==> config.mk <==
export PLATFORM = sky130hd
export DESIGN_NAME = ubeos_core
export DESIGN_NICKNAME = d
export VERILOG_FILES = /design/src/verilog/ubeos_pkg.sv /design/src/verilog/ubeos_core.sv /design/src/verilog/ubeos_rx_front.sv
export SDC_FILE = /design/constraint.sdc
export NUM_CORES = 1
export LEC_CHECK = 0
export BUFFER_PORTS_ARGS = -buffer_cell sky130_fd_sc_hd__buf_2
export CAP_MARGIN = 15
export CELL_PAD_IN_SITES_DETAIL_PLACEMENT = 0
export CELL_PAD_IN_SITES_GLOBAL_PLACEMENT = 1
export CORE_ASPECT_RATIO = 0.8
export CORE_UTILIZATION = 45
export CTS_CLUSTER_SIZE = 24
export DETAILED_ROUTE_END_ITERATION = 12
export GPL_ROUTABILITY_DRIVEN = 1
export PLACE_DENSITY = 0.91
export SYNTH_ARGS = -nofsm -noshare
export SYNTH_HDL_FRONTEND = slang
export SYNTH_SLANG_ARGS = --single-unit
==> constraint.sdc <==
create_clock -name ref_clk_i -period 6.4 [get_ports ref_clk_i]
set_input_delay 0.64 -clock ref_clk_i [delete_from_list [all_inputs] [get_ports ref_clk_i]]
set_output_delay 0.64 -clock ref_clk_i [all_outputs]
set_load 0.01 [all_outputs]
==> src/verilog/ubeos_pkg.sv <==
/*
  Shared constants, field layout, carriers and state enums for the
  break, edge, bit-order and status block of a serial receiver/transmitter.
  Assumes the including modules import the whole package.
*/
package ubeos_pkg;

  // ************************************************************
  // register map
  // ************************************************************
  localparam logic [7:0] UBEOS_SS2_OFFSET      = 8'h05;
  localparam logic [7:0] UBEOS_IRQ_MASK_OFFSET = 8'h10;
  localparam logic [7:0] UBEOS_SS2_RESET       = 8'h00;
  localparam logic [7:0] UBEOS_IRQ_MASK_RESET  = 8'h00;

  // ************************************************************
  // field positions of serial_status_two
  // ************************************************************
  localparam int UBEOS_BRK_FLAG_BIT  = 7;
  localparam int UBEOS_EDGE_FLAG_BIT = 6;
  localparam int UBEOS_REVERSE_BIT_ORDER_BIT      = 5;
  localparam int UBEOS_RX_POLARITY_INVERT_BIT     = 4;
  localparam int UBEOS_WAKE_IDLE_SETS_FLAG_BIT     = 3;
  localparam int UBEOS_LONG_BREAK_TRANSMIT_BIT     = 2;
  localparam int UBEOS_LONG_BREAK_DETECT_ENABLE_BIT     = 1;
  localparam int UBEOS_RAF_BIT       = 0;

  // ************************************************************
  // frame and timing counts, in bit times
  // ************************************************************
  localparam int         UBEOS_OVERSAMPLE = 16;
  localparam logic [3:0] UBEOS_BITS_EIGHT = 4'h8;
  localparam logic [3:0] UBEOS_BITS_NINE  = 4'h9;
  localparam logic [3:0] UBEOS_BITS_TEN   = 4'ha;
  localparam logic [4:0] UBEOS_FRAME_OVERHEAD = 5'h02;
  // indexed by format: 0 eight-bit, 1 nine-bit, 2 ten-bit
  localparam logic [2:0][4:0] UBEOS_RX_BRK_NORM = {5'h0c, 5'h0b, 5'h0a};
  localparam logic [2:0][4:0] UBEOS_RX_BRK_LONG = {5'h0e, 5'h0c, 5'h0b};
  localparam logic [2:0][4:0] UBEOS_TX_BRK_NORM = {5'h0c, 5'h0b, 5'h0a};
  localparam logic [2:0][4:0] UBEOS_TX_BRK_LONG = {5'h0f, 5'h0e, 5'h0d};

  // ************************************************************
  // carriers and states
  // ************************************************************
  typedef struct packed {
    logic ten_bit_char;
    logic nine_bit_char;
    logic parity_enable;
    logic parity_odd;
  } ubeos_format_s;

  typedef struct packed {
    logic [9:0] data;
    logic       framing_error;
  } ubeos_rx_word_s;

  typedef enum logic [2:0] {RX_IDLE, RX_START, RX_DATA, RX_STOP, RX_WAIT_HIGH} ubeos_rx_state_e;
  typedef enum logic [1:0] {TX_IDLE, TX_FRAME, TX_BREAK} ubeos_tx_state_e;

endpackage : ubeos_pkg

==> src/verilog/ubeos_core.sv <==
/*
  Second status/control register of a serial receiver/transmitter with a
  small receiver, transmitter, break and idle detectors and interrupt.
  Assumes sample_tick_i pulses OVS times per bit and that the character
  format inputs stay stable while a frame is in flight.
*/
`timescale 1ns/10ps

// Behaviour
// - break flag sets on detected break while enabled; write one clears it
// - edge flag sets on falling, or rising when inverted, receive edge; write one clears
// - bit-order control reverses data bits only; parity, start, stop stay put
// - normal order sends bit0 first and stores first received bit as bit0
// - reversed order starts at top data bit chosen by length and parity
// - receive inversion applies to data, start, stop, break and idle
// - idle-wake control clear: no idle flag for idle during wake-up standby
// - long break enable blocks framing error and raises break threshold
// - normal break threshold is 10 bits for eight-bit; long adds one bit time, two in ten-bit format
// - receiver-active bit is read-only, break and edge flags write-one-clear, others read/write, reset clears all
// - receiver-active sets on valid start bit, clears on idle line
// - idle-wake control set: idle during wake-up standby sets idle flag
// - long break detects at 11 bits in eight-bit format, no framing error or receive-full
// - transmitted break is 10 bits, or 13 with long-break transmit, in eight-bit format
module ubeos_core #(
  parameter int OVS = 16
) (
  // clock and reset
  input  wire logic                    ref_clk_i,
  input  wire logic                    sys_rst_i,
  // register port
  input  wire logic [7:0]              reg_addr_i,
  input  wire logic [7:0]              reg_wdata_i,
  input  wire logic                    reg_wr_i,
  input  wire logic                    reg_rd_i,
  output logic      [7:0]              reg_rdata_o,
  // format and mode from neighbouring registers
  input  wire ubeos_pkg::ubeos_format_s char_format_i,
  input  wire logic                    rx_wakeup_standby_i,
  input  wire logic                    sample_tick_i,
  // serial line
  input  wire logic                    rx_pin_i,
  output logic                         tx_pin_o,
  // transmit requests
  input  wire logic                    tx_start_i,
  input  wire logic [9:0]              tx_data_i,
  input  wire logic                    tx_break_i,
  output logic                         tx_busy_o,
  // receive results for neighbouring registers
  output ubeos_pkg::ubeos_rx_word_s    rx_word_o,
  output logic                         rx_full_set_o,
  output logic                         framing_error_set_o,
  output logic                         idle_flag_set_o,
  output logic                         break_seen_o,
  // interrupt
  output logic                         irq_o
);
  import ubeos_pkg::*;

  localparam int SW = $clog2(OVS);
  localparam logic [SW-1:0] SUB_MID  = SW'(OVS / 2 - 1);
  localparam logic [SW-1:0] SUB_LAST = SW'(OVS - 1);

  // ************************************************************
  // helpers
  // ************************************************************
  function automatic logic [3:0] frame_bits(input ubeos_format_s f);
    if (f.ten_bit_char) begin
      frame_bits = UBEOS_BITS_TEN;
    end else if (f.nine_bit_char) begin
      frame_bits = UBEOS_BITS_NINE;
    end else begin
      frame_bits = UBEOS_BITS_EIGHT;
    end
  endfunction : frame_bits

  function automatic logic [1:0] fmt_index(input ubeos_format_s f);
    fmt_index = f.ten_bit_char ? 2'h2 : (f.nine_bit_char ? 2'h1 : 2'h0);
  endfunction : fmt_index

  function automatic logic [9:0] low_mask(input logic [3:0] n);
    low_mask = 10'h3ff >> (4'ha - n);
  endfunction : low_mask

  // reverse the low d bits, leave parity and upper bits in place
  function automatic logic [9:0] rev_data(input logic [9:0] w, input logic [3:0] d);
    logic [9:0] r;
    r = w;
    for (int i = 0; i < 10; i++) begin
      if (4'(i) < d) begin
        r[i] = w[4'(d - 4'(i) - 4'h1)];
      end
    end
    rev_data = r;
  endfunction : rev_data

  // ************************************************************
  // control register and derived format
  // ************************************************************
  logic       brk_flag_reg;
  logic       edge_flag_reg;
  logic [5:1] ctrl_reg;
  logic       raf_reg;
  logic [7:6] mask_reg;
  logic       wr_ss2;
  logic       wr_mask;
  logic       reverse_bit_order;
  logic       long_break_detect_enable;
  logic [3:0] nbits;
  logic [3:0] dbits;
  logic [1:0] fidx;
  logic       rx_level;
  logic       rx_edge;

  assign wr_ss2  = reg_wr_i && (reg_addr_i == UBEOS_SS2_OFFSET);
  assign wr_mask = reg_wr_i && (reg_addr_i == UBEOS_IRQ_MASK_OFFSET);
  assign reverse_bit_order    = ctrl_reg[UBEOS_REVERSE_BIT_ORDER_BIT];
  assign long_break_detect_enable   = ctrl_reg[UBEOS_LONG_BREAK_DETECT_ENABLE_BIT];
  assign nbits   = frame_bits(char_format_i);
  assign dbits   = nbits - {3'h0, char_format_i.parity_enable};
  assign fidx    = fmt_index(char_format_i);

  ubeos_rx_front u_rx_front (
    .ref_clk_i     (ref_clk_i),
    .sys_rst_i     (sys_rst_i),
    .rx_pin_i      (rx_pin_i),
    .invert_i      (ctrl_reg[UBEOS_RX_POLARITY_INVERT_BIT]),
    .rx_level_o    (rx_level),
    .active_edge_o (rx_edge)
  );

  // ************************************************************
  // line run counter: break and idle detection
  // ************************************************************
  logic          prev_level_reg;
  logic [SW-1:0] run_sub_reg;
  logic [4:0]    run_bits_reg;
  logic          run_armed_reg;
  logic [4:0]    brk_thr;
  logic [4:0]    idle_len;
  logic          brk_evt;
  logic          idle_evt;

  assign brk_thr  = long_break_detect_enable ? UBEOS_RX_BRK_LONG[fidx] : UBEOS_RX_BRK_NORM[fidx];
  assign idle_len = {1'b0, nbits} + UBEOS_FRAME_OVERHEAD;
  assign brk_evt  = run_armed_reg && !rx_level && (run_bits_reg == brk_thr);
  assign idle_evt = run_armed_reg && rx_level && (run_bits_reg == idle_len);

  always_ff @(posedge ref_clk_i) begin
    if (sys_rst_i) begin
      prev_level_reg <= 1'b1;
      run_sub_reg    <= '0;
      run_bits_reg   <= '0;
      run_armed_reg  <= 1'b0;
    end else begin
      prev_level_reg <= rx_level;
      if (rx_level != prev_level_reg) begin
        run_sub_reg   <= '0;
        run_bits_reg  <= '0;
        run_armed_reg <= 1'b1;
      end else begin
        if (brk_evt || idle_evt) begin
          run_armed_reg <= 1'b0;
        end
        if (sample_tick_i) begin
          run_sub_reg <= (run_sub_reg == SUB_LAST) ? '0 : run_sub_reg + 1'b1;
          if (run_sub_reg == SUB_LAST && run_bits_reg != 5'h1f) begin
            run_bits_reg <= run_bits_reg + 5'h01;
          end
        end
      end
    end
  end

  // ************************************************************
  // receiver
  // ************************************************************
  ubeos_rx_state_e rx_state_reg;
  logic [SW-1:0]   rx_sub_reg;
  logic [3:0]      rx_bit_reg;
  logic [9:0]      rx_shift_reg;
  logic            rx_bit_end;
  logic            start_ok;
  logic            stop_done;
  logic [9:0]      rx_aligned;

  assign rx_bit_end = sample_tick_i && (rx_sub_reg == SUB_LAST);
  assign start_ok   = (rx_state_reg == RX_START) && sample_tick_i &&
                      (rx_sub_reg == SUB_MID) && !rx_level;
  assign stop_done  = (rx_state_reg == RX_STOP) && rx_bit_end;
  assign rx_aligned = rx_shift_reg >> (4'ha - nbits);

  always_ff @(posedge ref_clk_i) begin
    if (sys_rst_i) begin
      rx_state_reg <= RX_IDLE;
      rx_sub_reg   <= '0;
      rx_bit_reg   <= '0;
      rx_shift_reg <= '0;
    end else begin
      case (rx_state_reg)
        RX_IDLE: begin
          rx_sub_reg <= '0;
          if (!rx_level) begin
            rx_state_reg <= RX_START;
          end
        end
        RX_START: begin
          if (sample_tick_i) begin
            if (rx_sub_reg == SUB_MID) begin
              rx_sub_reg   <= '0;
              rx_bit_reg   <= '0;
              rx_state_reg <= rx_level ? RX_IDLE : RX_DATA;
            end else begin
              rx_sub_reg <= rx_sub_reg + 1'b1;
            end
          end
        end
        RX_DATA: begin
          if (sample_tick_i) begin
            rx_sub_reg <= rx_sub_reg + 1'b1;
          end
          if (rx_bit_end) begin
            rx_shift_reg <= {rx_level, rx_shift_reg[9:1]};
            rx_bit_reg   <= rx_bit_reg + 4'h1;
            if (rx_bit_reg == nbits - 4'h1) begin
              rx_state_reg <= RX_STOP;
            end
          end
        end
        RX_STOP: begin
          if (sample_tick_i) begin
            rx_sub_reg <= rx_sub_reg + 1'b1;
          end
          if (rx_bit_end) begin
            // a low stop bit means a break may follow; wait for mark first
            rx_state_reg <= rx_level ? RX_IDLE : RX_WAIT_HIGH;
          end
        end
        default: begin
          if (rx_level) begin
            rx_state_reg <= RX_IDLE;
          end
        end
      endcase
    end
  end

  always_ff @(posedge ref_clk_i) begin
    if (sys_rst_i) begin
      rx_word_o           <= '0;
      rx_full_set_o       <= 1'b0;
      framing_error_set_o <= 1'b0;
    end else begin
      rx_full_set_o       <= stop_done && !long_break_detect_enable;
      framing_error_set_o <= stop_done && !long_break_detect_enable && !rx_level;
      if (stop_done && !long_break_detect_enable) begin
        rx_word_o.data          <= reverse_bit_order ? rev_data(rx_aligned, dbits) : rx_aligned;
        rx_word_o.framing_error <= !rx_level;
      end
    end
  end

  always_ff @(posedge ref_clk_i) begin
    if (sys_rst_i) begin
      idle_flag_set_o <= 1'b0;
      break_seen_o    <= 1'b0;
    end else begin
      idle_flag_set_o <= idle_evt && (!rx_wakeup_standby_i ||
                         ctrl_reg[UBEOS_WAKE_IDLE_SETS_FLAG_BIT]);
      break_seen_o    <= brk_evt;
    end
  end

  // ************************************************************
  // transmitter
  // ************************************************************
  ubeos_tx_state_e tx_state_reg;
  logic [SW-1:0]   tx_sub_reg;
  logic [4:0]      tx_bit_reg;
  logic [10:0]     tx_shift_reg;
  logic [9:0]      tx_payload;
  logic [9:0]      tx_ordered;
  logic            tx_parity;
  logic            tx_bit_end;
  logic [4:0]      tx_brk_len;

  assign tx_bit_end = sample_tick_i && (tx_sub_reg == SUB_LAST);
  assign tx_brk_len = ctrl_reg[UBEOS_LONG_BREAK_TRANSMIT_BIT] ? UBEOS_TX_BRK_LONG[fidx] :
                      UBEOS_TX_BRK_NORM[fidx];
  assign tx_parity  = ^(tx_data_i & low_mask(dbits)) ^ char_format_i.parity_odd;

  always_comb begin
    tx_ordered = tx_data_i & low_mask(dbits);
    if (reverse_bit_order) begin
      tx_ordered = rev_data(tx_ordered, dbits);
    end
    tx_payload = tx_ordered;
    if (char_format_i.parity_enable) begin
      tx_payload[dbits] = tx_parity;
    end
    tx_payload = tx_payload | ~low_mask(nbits);
  end

  always_ff @(posedge ref_clk_i) begin
    if (sys_rst_i) begin
      tx_state_reg <= TX_IDLE;
      tx_sub_reg   <= '0;
      tx_bit_reg   <= '0;
      tx_shift_reg <= '1;
      tx_pin_o     <= 1'b1;
      tx_busy_o    <= 1'b0;
    end else begin
      case (tx_state_reg)
        TX_IDLE: begin
          tx_sub_reg <= '0;
          tx_bit_reg <= '0;
          tx_pin_o   <= 1'b1;
          if (tx_break_i) begin
            tx_state_reg <= TX_BREAK;
            tx_busy_o    <= 1'b1;
          end else if (tx_start_i) begin
            tx_shift_reg <= {tx_payload, 1'b0};
            tx_state_reg <= TX_FRAME;
            tx_busy_o    <= 1'b1;
          end
        end
        TX_FRAME: begin
          tx_pin_o <= tx_shift_reg[0];
          if (sample_tick_i) begin
            tx_sub_reg <= tx_sub_reg + 1'b1;
          end
          if (tx_bit_end) begin
            tx_shift_reg <= {1'b1, tx_shift_reg[10:1]};
            tx_bit_reg   <= tx_bit_reg + 5'h01;
            if (tx_bit_reg == {1'b0, nbits} + 5'h01) begin
              tx_state_reg <= TX_IDLE;
              tx_busy_o    <= 1'b0;
            end
          end
        end
        default: begin
          tx_pin_o <= 1'b0;
          if (sample_tick_i) begin
            tx_sub_reg <= tx_sub_reg + 1'b1;
          end
          if (tx_bit_end) begin
            tx_bit_reg <= tx_bit_reg + 5'h01;
            if (tx_bit_reg == tx_brk_len - 5'h01) begin
              tx_state_reg <= TX_IDLE;
              tx_busy_o    <= 1'b0;
            end
          end
        end
      endcase
    end
  end

  // ************************************************************
  // register file and interrupt
  // ************************************************************
  // set wins over a simultaneous write-one clear
  always_ff @(posedge ref_clk_i) begin
    if (sys_rst_i) begin
      brk_flag_reg  <= UBEOS_SS2_RESET[UBEOS_BRK_FLAG_BIT];
      edge_flag_reg <= UBEOS_SS2_RESET[UBEOS_EDGE_FLAG_BIT];
    end else begin
      brk_flag_reg  <= (brk_flag_reg & ~(wr_ss2 & reg_wdata_i[UBEOS_BRK_FLAG_BIT])) |
                       (brk_evt & long_break_detect_enable);
      edge_flag_reg <= (edge_flag_reg & ~(wr_ss2 & reg_wdata_i[UBEOS_EDGE_FLAG_BIT])) |
                       rx_edge;
    end
  end

  // bit order and idle-wake are live; software must change them only when idle
  always_ff @(posedge ref_clk_i) begin
    if (sys_rst_i) begin
      ctrl_reg <= UBEOS_SS2_RESET[5:1];
    end else if (wr_ss2) begin
      ctrl_reg <= reg_wdata_i[5:1];
    end
  end

  always_ff @(posedge ref_clk_i) begin
    if (sys_rst_i) begin
      raf_reg <= UBEOS_SS2_RESET[UBEOS_RAF_BIT];
    end else begin
      raf_reg <= (raf_reg & ~idle_evt) | start_ok;
    end
  end

  always_ff @(posedge ref_clk_i) begin
    if (sys_rst_i) begin
      mask_reg <= UBEOS_IRQ_MASK_RESET[7:6];
    end else if (wr_mask) begin
      mask_reg <= reg_wdata_i[7:6];
    end
  end

  always_ff @(posedge ref_clk_i) begin
    if (sys_rst_i) begin
      reg_rdata_o <= 8'h00;
      irq_o       <= 1'b0;
    end else begin
      irq_o <= |({brk_flag_reg, edge_flag_reg} & mask_reg);
      if (reg_rd_i && reg_addr_i == UBEOS_SS2_OFFSET) begin
        reg_rdata_o <= {brk_flag_reg, edge_flag_reg, ctrl_reg, raf_reg};
      end else if (reg_rd_i && reg_addr_i == UBEOS_IRQ_MASK_OFFSET) begin
        reg_rdata_o <= {mask_reg, 6'h00};
      end else begin
        reg_rdata_o <= 8'h00;
      end
    end
  end

endmodule : ubeos_core

==> src/verilog/ubeos_rx_front.sv <==
/*
  Receive pin front end: two-stage synchroniser, polarity inversion and
  active-edge pulse. Assumes the pin is idle high on the wire.
*/
`timescale 1ns/10ps

module ubeos_rx_front (
  // clock and reset
  input  wire logic ref_clk_i,
  input  wire logic sys_rst_i,
  // pin and control
  input  wire logic rx_pin_i,
  input  wire logic invert_i,
  // conditioned outputs
  output logic      rx_level_o,
  output logic      active_edge_o
);

  logic sync1_reg;
  logic sync2_reg;
  logic level_reg;
  logic edge_reg;

  always_ff @(posedge ref_clk_i) begin
    if (sys_rst_i) begin
      sync1_reg <= 1'b1;
      sync2_reg <= 1'b1;
    end else begin
      sync1_reg <= rx_pin_i;
      sync2_reg <= sync1_reg;
    end
  end

  // inversion after the synchroniser; a live change of invert_i looks like an edge
  always_ff @(posedge ref_clk_i) begin
    if (sys_rst_i) begin
      level_reg <= 1'b1;
      edge_reg  <= 1'b0;
    end else begin
      level_reg <= sync2_reg ^ invert_i;
      edge_reg  <= level_reg & ~(sync2_reg ^ invert_i);
    end
  end

  assign rx_level_o    = level_reg;
  assign active_edge_o = edge_reg;

endmodule : ubeos_rx_front
# --- Word-level counts from Yosys, hierarchy flattened ---
# Cells that the tools add are included.
classes:
  div: 0
  n_addsub: 31
  eq_ne: 29
  muxes: 120
  mul: 0
  n_shift: 3
  bitwise_logic: 20
  reduce_logical: 45
  magnitude_cmp: 23
op_table:
  columns: ["cell", "n"]
  rows:
  - ["binary-select mux 1 bit (select 4 bit)", 20]
  - ["< comparator 4 x 5 -> 1 bit, second input constant", 11]
  - ["two-way mux 1 bit", 51]
  - ["subtractor 4 x 1 -> 4 bit, second input constant", 11]
  - ["two-way mux 11 bit", 3]
  - ["binary-select mux 5 bit (select 2 bit)", 3]
  - ["two-way mux 10 bit", 3]
  - ["two-way mux 4 bit", 7]
  - ["two-way mux 5 bit", 5]
  - ["two-way mux 3 bit", 8]
  - ["case mux 11 bit (2 select lines)", 1]
  - ["equality test 5 bit", 4]
  - ["right shift 10 x 4 -> 10 bit, first input constant", 2]
  - ["logical AND 1 bit", 19]
  - ["two-way mux 2 bit", 9]
  - ["!= test 2 bit, second input constant", 9]
  - ["adder 4 x 1 -> 4 bit, second input constant", 4]
  - ["< comparator 3 x 4 -> 1 bit, first input constant", 4]
  - ["two-way mux 8 bit", 2]
  - ["subtractor 4 x 3 -> 4 bit, second input constant", 4]
  - ["equality test 4 bit, second input constant", 3]
  - ["case mux 3 bit (4 select lines)", 1]
  - ["case mux 4 bit (3 select lines)", 1]
  - ["adder 5 x 1 -> 5 bit, second input constant", 2]
  - ["51 further kinds", 84]
totals:
  reg_bits: 94
  latch_bits: 0
  elab_cells: 302
  n_memories: 0
  inputBits: 39
  ramBits: 0
  rom_bits: 0
  output_inout_bits: 26

# --- Longest topological paths before layout ---
# Gate-level depths: netlist of the first run.
depth:
  word_depth: 16
  mapped_depth: 17

# --- Cells and area by module ---
# From an unflattened synthesis of the first run, not the netlist that was laid out.
hier_totals:
  hier_cells: 732
  area_unflattened_um2: 5944.5
modules_own_cells:
  columns: ["mod", "area_per_inst_um2", "n_inst", "cells_per_inst"]
  rows:
  - ["ubeos_core", 5828.1, 1, 723]
  - ["ubeos_rx_front", 116.4, 1, 9]

# --- Worst setup path after synthesis of the first run ---
# No wires, ideal clock.
synth_path:
  path_type: "input to register"
  start: "input port char_format_i[2] (netlist name)"
  end: "register tx_shift_reg[9]"
  n_path_buf: 5
  path_slack_ns: 1.996
  setup_time_ns: 0.074
  arrival_ns: 4.330
  cell_stages: 17
  required_time_ns: 6.326
  cell_sequence: "buf_2 buf_4 nor2b_1 inv_1 ha_1 buf_2 clkbuf_1 buf_1 or2_2 inv_1 ha_1 or3b_2 a2111oi_0 a31oi_1 nand2b_1 a32o_1 a31oi_1"
synth_between:
  elab_chain_len: 16
  elab_cells_between_ends: 29
  cone_classes: "add/sub: 5; order compare: 3; shift: 2; mux: 13; bitwise: 4; reduce/logical: 2"
synth_rtl:
  columns: ["element", "line_no", "source"]
  rows:
  - ["start, declared", "ubeos_core.sv:37", "input wire ubeos_pkg::ubeos_format_s char_format_i,"]
  - ["two-way mux 1 bit (*)", "ubeos_core.sv:69", "end else if (f.nine_bit_char) begin"]
  - ["two-way mux 2 bit (*)", "ubeos_core.sv:67", "if (f.ten_bit_char) begin"]
  - ["subtractor 4 x 1 -> 4 bit", "ubeos_core.sv:119", "assign dbits = nbits - {3'h0, char_format_i.parity_enable};"]
  - ["subtractor 4 bit", "ubeos_core.sv:81", "low_mask = 10'h3ff >> (4'ha - n);"]
  - ["right shift 10 x 4 -> 10 bit", "ubeos_core.sv:81", null]
  - ["bitwise AND 10 bit", "ubeos_core.sv:289, ubeos_core.sv:292", null]
  - ["binary-select mux 1 bit (select 4 bit)", "ubeos_core.sv:90", "r[i] = w[4'(d - 4'(i) - 4'h1)];"]
  - ["two-way mux 1 bit (implied by the code)", "ubeos_core.sv:90", null]
  - ["two-way mux 1 bit", "ubeos_core.sv:89", "if (4'(i) < d) begin"]
  - ["two-way mux 10 bit", "ubeos_core.sv:293", "if (reverse_bit_order) begin"]
  - ["bitwise mux 10 bit", "ubeos_core.sv:298", "tx_payload[dbits] = tx_parity;"]
  - ["two-way mux 10 bit", "ubeos_core.sv:297", "if (char_format_i.parity_enable) begin"]
  - ["bitwise OR 10 bit (*)", "ubeos_core.sv:300", "tx_payload = tx_payload | ~low_mask(nbits);"]
  - ["two-way mux 11 bit (*)", "ubeos_core.sv:320", "end else if (tx_start_i) begin"]
  - ["two-way mux 11 bit (*)", "ubeos_core.sv:317", "if (tx_break_i) begin"]
  - ["case mux 11 bit (2 select lines) (*)", "ubeos_core.sv:312", "case (tx_state_reg)"]
  - ["end signal, assigned", "ubeos_core.sv:321", "tx_shift_reg <= {tx_payload, 1'b0};"]
  - ["end signal, assigned", "ubeos_core.sv:332", "tx_shift_reg <= {1'b1, tx_shift_reg[10:1]};"]
  - ["end, declared", "ubeos_core.sv:279", "logic [10:0] tx_shift_reg;"]
# Mark *: on every way between the ends. The rest lies on a longest branch, timed or not. The select of a mux whose other input is x is not followed.
# A chain may end at the register's enable or synchronous reset.

# --- Worst setup path in the final report of the first run ---
layout_path:
  start: "input port char_format_i[2] (netlist name)"
  end: "register tx_shift_reg[7]"
# Same word-level chain as after synthesis.

==> results of run 1 <==
-- cell families (layout without fill, tap and decap cells) --
group,after synthesis,count (layout)
and+or+nand+nor,317,317
AOI/OAI and AO/OA,186,186
DFF,94,94
buffers and inverters,72,113
muxes,48,48
xor gates and xnor gates,25,25
adders and majority gates,15,15
-- worst paths after layout --
kind / to / slack (ps) / cells past startpoint / startpoint
worst min register to register: u_rx_front.sync2_reg / 410 / 1 / u_rx_front.sync1_reg
worst max-delay path: tx_shift_reg[7] / 2030 / 15 / char_format_i[2]
worst max register to register: tx_shift_reg[9] / 3770 / 7 / tx_sub_reg[0]
worst min-delay path: u_rx_front.sync2_reg / 410 / 1 / u_rx_front.sync1_reg
-- critical path, delay by kind of cell --
family	cells	cell delay [ps]
AOI/OAI and AO/OA	1	90
xor gates and xnor gates	1	150
adders and majority gates	2	840
buffers and inverters	5	1060
muxes	2	690
and+or+nand+nor	4	1130
-- power breakdown --
group	internal, mW	leakage, nW	switching, mW
Sequential	0.596	0.761	0.0106
Clock	0.280	0.138	0.238
Combinational	0.0861	1.68	0.145
Total	0.962	2.57	0.394
-- cells in the final DEF, fill, tap and decap left out, types with 15 or more instances in the layout --
| cell type | synthesis | final |
|---|---|---|
| inv_1 | 21 | 21 |
| nand3_1 | 20 | 20 |
| nor2_1 | 88 | 88 |
| ha_1 | 15 | 15 |
| mux2i_1 | 30 | 30 |
| dfxtp_1 | 94 | 94 |
| o21ai_0 | 37 | 37 |
| a21oi_1 | 49 | 49 |
| nor3_1 | 24 | 24 |
| buf_2 | 11 | 63 |
| and2_1 | 15 | 15 |
| nand2_1 | 85 | 85 |
-- final cells by class --
type                    count  area [um^2]
clock inverters             6         52.6
multi-input cells         591         3850
well taps                 175          219
flip-flops and latches     94         1880
clock buffers              10          239
inverters                  22         82.6
fillers                  1260         6240
repair buffers             75          403
-- through the flow --
stage	setup slack [ps]	utilization	hold WS, ps
6_report	2030	0.519	412
5_1_grt	1910	0.519	447
4_1_cts	2070	0.518	417
3_5_place_dp	1740	0.496	401
3_3_place_gp	1780	0.496	394
2_1_floorplan	2000	-	389
-- per-layer routing --
metal	wire length (um)	up-vias
met5	0	-
met4	108	0
met3	1400	11
met2	7410	215
met1	8100	2785
li1	-	2810
==> impl_metrics.tcl, run 1 <==
set metrics [dict create \
    antenna_found_initial 0 \
    dr.pass1.iters 6 \
    finalClockSkew_ps 6.54 \
    grt_first_pass_wirelength_um 27500 \
    drt_wl_total_um 17000 \
    synthSimpleGateAreaFrac 0.260 \
    leakage_nw 2.57 \
    synth_flop_cell "dfxtp_1" \
    fin_area_um2 6730 \
    critical_path.endpoint_type "flop" \
    dr.first_iter.drc_count 544 \
    hp-class "reg2reg" \
    crit_slowest_cell "ha_1" \
    portBuffers 63 \
    htreeDepth 3 \
    ys_ff_latch 94 \
    required_ps 6630 \
    ys_seq_area_frac 0.312 \
    cp.arrival_ps 4600 \
    cts_hold_buf 0 \
    cts-buffers-inserted 9 \
    vias 5821 \
    top_usage_layer "met2" \
    ant_nets 0 \
    max_freq_mhz 229 \
    syn_area_um2 6030 \
    cts_resized 0 \
    synth_cells 757 \
    core_region_area_um2 13000 \
    grt.total_usage 0.247 \
    placedCellCount 956 \
    worst_pin_slew_ps 910 \
    ys.warnings.count 0 \
    dieArea_um2 13900 \
    yosysMostFrequentCell "dfxtp_1" \
    synth-compound-area-share 0.205 \
    synth_top_family_by_area "simple AND/OR/NAND/NOR gates" \
    die_x_um 131 \
    synth_fa_ha_area_frac 0.0311 \
    nNetsFinal 847 \
    synthMuxAreaShare 0.102 \
    met3_usage 0.0620 \
    irDropWorstVdd_mv 0.180 \
    yosys.area.top_type "dfxtp_1" \
    grt_pass1_vias 5256 \
    area_growth_pct 11.5 \
    grt_start_max_net_pins 59 \
    synth_top_area_frac 0.312 \
    max_stage_delay_ps 630 \
    finalSetupViolCount 0 \
    gp_congestion 0.908 \
    drive_gt1_frac 0.160 \
    detailed_place_hpwl_um 12500 \
    setup_tns_ps 0 \
    synth_edf_count 0 \
    wl_per_cell_um 17.5 \
    syn_area_per_cell_um2 7.97 \
    post-route-period-util 0.683 \
    remaining_drc_errors 0 \
    clock-root-buffer "clkbuf_16" \
    insertion_delay_ps 340 \
    finalPower_mw 1.36 \
    met1_usage 0.360 \
    drv_cap 0 \
    power.density_nw_per_um2 202 \
    worst_path_most_repeated_cell "buf_4" \
    dpl_cell_area_um2 6430 \
    start_kind "input port" \
    slew_violations 0 \
    crit_path_max_fanout 21 \
    synth_nets 811 \
    start_util 0.465 \
    synth.top_cells.by_count "94 x dfxtp_1, 88 x nor2_1, 85 x nand2_1" \
    finalNonFillerCells 973 \
    overflow 0 \
    num_rows 37 \
    clock_path_buffers 2 \
    via_per_inst 5.98 \
    post-cts-setup-buffers 0 \
    hold_violations 0 \
    finalCriticalPeriod_ps 4370 \
    grt_setup_unrepaired "no" \
    synth-xor-area-share 0.0386 \
    diodes 0 \
    path_clk_slew_ps 70 \
    status "completed" \
    cts_tree "done" \
    die_h_um 106 \
    yosys-top-cells-area "dfxtp_1 31%, nor2_1 5.5%, nand2_1 5.3%" \
    setup.worst_path.class "in2reg" \
    path_cells "buf_2 -> nor2b_1 -> buf_4 -> inv_1 -> ha_1 -> buf_4 -> xnor2_1 -> buf_4 -> or2_2 -> ha_1 -> or3b_1 -> and3_1 -> mux4_2 -> mux2i_1 -> o31ai_1" \
    io_pins 65 \
    yosysUniqueCellTypes 81 \
    relSlewSlack 0.389 \
    met2_usage 0.369 \
    async_flop_share 0 \
    cts_sinks 94 \
]
(Power assumes the default switching activity.)
==> run 2: changes to the inputs <==
--- a/config.mk
+++ b/config.mk
@@ -5,16 +5,17 @@
 export SDC_FILE = /design/constraint.sdc
 export NUM_CORES = 1
 export LEC_CHECK = 0
+export ABC_AREA = 1
 export BUFFER_PORTS_ARGS = -buffer_cell sky130_fd_sc_hd__buf_2
 export CAP_MARGIN = 15
 export CELL_PAD_IN_SITES_DETAIL_PLACEMENT = 0
 export CELL_PAD_IN_SITES_GLOBAL_PLACEMENT = 1
 export CORE_ASPECT_RATIO = 0.8
-export CORE_UTILIZATION = 45
+export CORE_UTILIZATION = 42
 export CTS_CLUSTER_SIZE = 24
 export DETAILED_ROUTE_END_ITERATION = 12
 export GPL_ROUTABILITY_DRIVEN = 1
-export PLACE_DENSITY = 0.91
+export PLACE_DENSITY = 0.9
 export SYNTH_ARGS = -nofsm -noshare
 export SYNTH_HDL_FRONTEND = slang
 export SYNTH_SLANG_ARGS = --single-unit
==> constraint.sdc (replaced) <==
create_clock -name ref_clk_i -period 4.2 [get_ports ref_clk_i]
set_input_delay 0.42 -clock ref_clk_i [delete_from_list [all_inputs] [get_ports ref_clk_i]]
set_output_delay 0.42 -clock ref_clk_i [all_outputs]
set_load 0.01 [all_outputs]
==> run 2 against run 1 <==
Against the previous run:
- first-iteration DRC count decreased by 27%
- hold slack got worse by 150 ps
- worst setup slack got worse by 1100 ps
- power increased by 65%
- critical path type unchanged
==> impl_metrics.tcl, run 2 <==
set metrics [dict create \
    status "completed" \
    p_clk_frac 0.361 \
    r2r_start "ctrl_reg[5]" \
    ys_ff_latch 94 \
    ys.warnings.count 0 \
    reg2reg_depth 9 \
    drv_cap 0 \
    wl_per_cell_um 13.7 \
    async_flop_share 0 \
    hold_violations 0 \
    leakage_nw 2.90 \
    dr.first_iter.drc_count 395 \
    slew_violations 0 \
    grt_setup_unrepaired "no" \
    irDropWorstVdd_mv 0.190 \
    p_switching_uw 681 \
    dpl_cell_area_um2 6110 \
    crit_slowest_cell "ha_1" \
    drt_wl_total_um 15100 \
    synth_top_area_frac 0.333 \
    die_h_um 106 \
    p_int_mw 1.56 \
    switching_share 0.304 \
    cp_top_family "simple AND/OR/NAND/NOR gates" \
    layout_commonest_cell "nand2_1" \
    cp.arrival_ps 3560 \
    core_region_area_um2 13000 \
    finalCriticalPeriod_ps 3280 \
    hp-class "in2reg" \
    grt_first_pass_wirelength_um 25500 \
    ant_nets 0 \
    setup_tns_ps 0 \
    hp-start "rx_wakeup_standby_i" \
    synth_edf_count 0 \
    yosysMostFrequentCell "nand2_1" \
    finalPower_mw 2.24 \
    whs_path_depth 2 \
    io_pins 65 \
    ys_seq_area_frac 0.333 \
    path_cells "buf_2 -> inv_4 -> nand2_4 -> ha_1 -> inv_1 -> nand2_2 -> nand3_2 -> ha_1 -> inv_1 -> nand2_1 -> inv_1 -> nand2_1 -> o21ai_2 -> nand2_1 -> and2_1 -> o21ai_1 -> o21ai_0 -> nand2_1 -> nand2_1 -> nand2_1" \
    grt.total_usage 0.228 \
    rr_endpoint "tx_shift_reg[5]" \
    max_freq_mhz 305 \
    via_per_inst 5.09 \
    grt_pass1_vias 5028 \
    clock_path_buffers 2 \
    dr.pass1.iters 5 \
    cts-buffers-inserted 9 \
    synth.top_cells.by_count "212 x nand2_1, 99 x inv_1, 94 x dfxtp_1" \
    post-cts-setup-buffers 0 \
    dieArea_um2 13900 \
    cts_sinks 94 \
    relSlewSlack 0.435 \
    synth_nets 922 \
    grt_start_max_net_pins 32 \
    fin_area_um2 6400 \
    worst_path_most_repeated_cell "nand2_1" \
    worst_pin_slew_ps 844 \
    gp_congestion 0.896 \
    htreeDepth 3 \
    nNetsFinal 977 \
    overflow 0 \
    critical_path.endpoint_type "flop" \
    cts_tree "done" \
    fillers 1328 \
    cp_num_buf_inv 5 \
    yosysUniqueCellTypes 48 \
    yosys-top-cells-area "dfxtp_1 33%, nand2_1 14%, a21oi_1 7.4%" \
    synth_flop_cell "dfxtp_1" \
    die_x_um 132 \
    holdPathEnd "idle_flag_set_o" \
    clock-root-buffer "clkbuf_16" \
    power.density_nw_per_um2 350 \
    syn_area_per_cell_um2 6.51 \
    required_ps 4490 \
    area_growth_pct 13.3 \
    layout_common_cells "212 x nand2_1, 99 x inv_1, 94 x dfxtp_1, 85 x nor2_1, 83 x a21oi_1" \
    path_clk_slew_ps 60 \
    setup.worst_path.class "in2reg" \
    cts_resized 0 \
    diodes 0 \
    ff2ff_setup_slack_ps 1800 \
    vias 5604 \
    post-route-period-util 0.780 \
    pwr-share-comb 0.214 \
    start_kind "input port" \
    portBuffers 63 \
    insertion_delay_ps 340 \
    start_util 0.434 \
    num_rows 37 \
    finalSetupViolCount 0 \
    seqPwrFrac 0.424 \
    synth_cells 868 \
    detailed_place_hpwl_um 11300 \
    drive_gt1_frac 0.133 \
    finalHoldWorstSlack_ps 261 \
    finalClockSkew_ps 6.78 \
    yosys.area.top_type "dfxtp_1" \
    crit_path_max_fanout 16 \
    syn_area_um2 5650 \
    antenna_found_initial 0 \
    cts_hold_buf 0 \
    remaining_drc_errors 0 \
    max_stage_delay_ps 370 \
]
[run 2: cell types whose count changed after synthesis, moves of 14 or more]
cell	previous run	this run
a21oi_1	49	83
nand2_1	85	212
inv_1	21	99
mux2i_1	30	3
clkbuf_1	30	15
nand3_1	20	65
and2_1	15	1
o21ai_0	37	60
[run 2: through the flow]
| step | cells | worst slack [ps] | utilization |
|---|---|---|---|
| after global routing | 1102 | 661 | 0.492 |
| after floorplan | 868 | 1360 | - |
| after global placement | 1087 | 636 | 0.470 |
| after CTS | 1102 | 953 | 0.492 |
| after detailed placement | 1087 | 604 | 0.470 |
| final | 1102 | 923 | 0.492 |
[run 2: kinds of logic (layout without fill, tap and decap cells)]
family,Yosys count,after routing,share of synthesized area
flip-flops,94,94,0.333
buffers and inverters,132,191,0.0917
AND/OR/NAND/NOR,428,428,0.339
adder cells (fa/ha/maj),15,15,0.0332
XOR/XNOR,11,11,0.0171
AO/OA/AOI/OAI,185,185,0.180
multiplexers,3,3,0.00531
[run 2: power by group through the flow]
| stage | Sequential, mW | Clock, mW | Combinational [mW] |
|---|---|---|---|
| 2_1_floorplan | 0.968 | 0 | 0.363 |
| 3_3_place_gp | 0.971 | 0 | 0.473 |
| 3_5_place_dp | 0.971 | 0 | 0.474 |
| 5_1_grt | 0.957 | 0.865 | 0.549 |
| 6_report | 0.952 | 0.811 | 0.481 |
| 4_1_cts | 0.951 | 0.824 | 0.477 |
[run 2: worst max path at each step]
| stage | from | end | slack [ps] | cells after the start |
|---|---|---|---|---|
| final | char_format_i[3] | tx_shift_reg[1] | 920 | 20 |
| after global routing | char_format_i[3] | tx_shift_reg[1] | 660 | 20 |
| after detailed placement | char_format_i[3] | tx_shift_reg[1] | 600 | 20 |
| after CTS | char_format_i[3] | tx_shift_reg[1] | 950 | 20 |
| after global placement | char_format_i[3] | tx_shift_reg[1] | 640 | 20 |
| after floorplan | char_format_i[3] | tx_shift_reg[1] | 1360 | 20 |
[run 2: layout make-up]
| type | instances | area, um^2 | share of cell area |
|---|---|---|---|
| Clock inverter | 3 | 45.0 | 0.00704 |
| Timing Repair Buffer | 67 | 345 | 0.0540 |
| Inverter | 109 | 412 | 0.0643 |
| Sequential cell | 94 | 1880 | 0.294 |
| Multi-Input combinational cell | 642 | 3250 | 0.508 |
| Tap cell | 175 | 219 | 0.0342 |
| Clock buffer | 12 | 246 | 0.0385 |
[run 2: routing by layer]
layer,track usage,wire length (um),vias to the layer above,part of all wire
li1,-,-,2960,-
met4,0.0424,71,0,0.0047
met3,0.0380,851,6,0.057
met5,0,0,-,0
met1,0.346,7920,2488,0.53
met2,0.336,6210,150,0.41
[run 2: worst reg2reg max path, delay by kind of cell (launching register included)]
| kind | cells | cell delay [ps] |
|---|---|---|
| AND/OR/NAND/NOR | 6 | 690 |
| AO/OA/AOI/OAI | 1 | 170 |
| buffers and inverters | 2 | 670 |
| flip-flops | 1 | 780 |
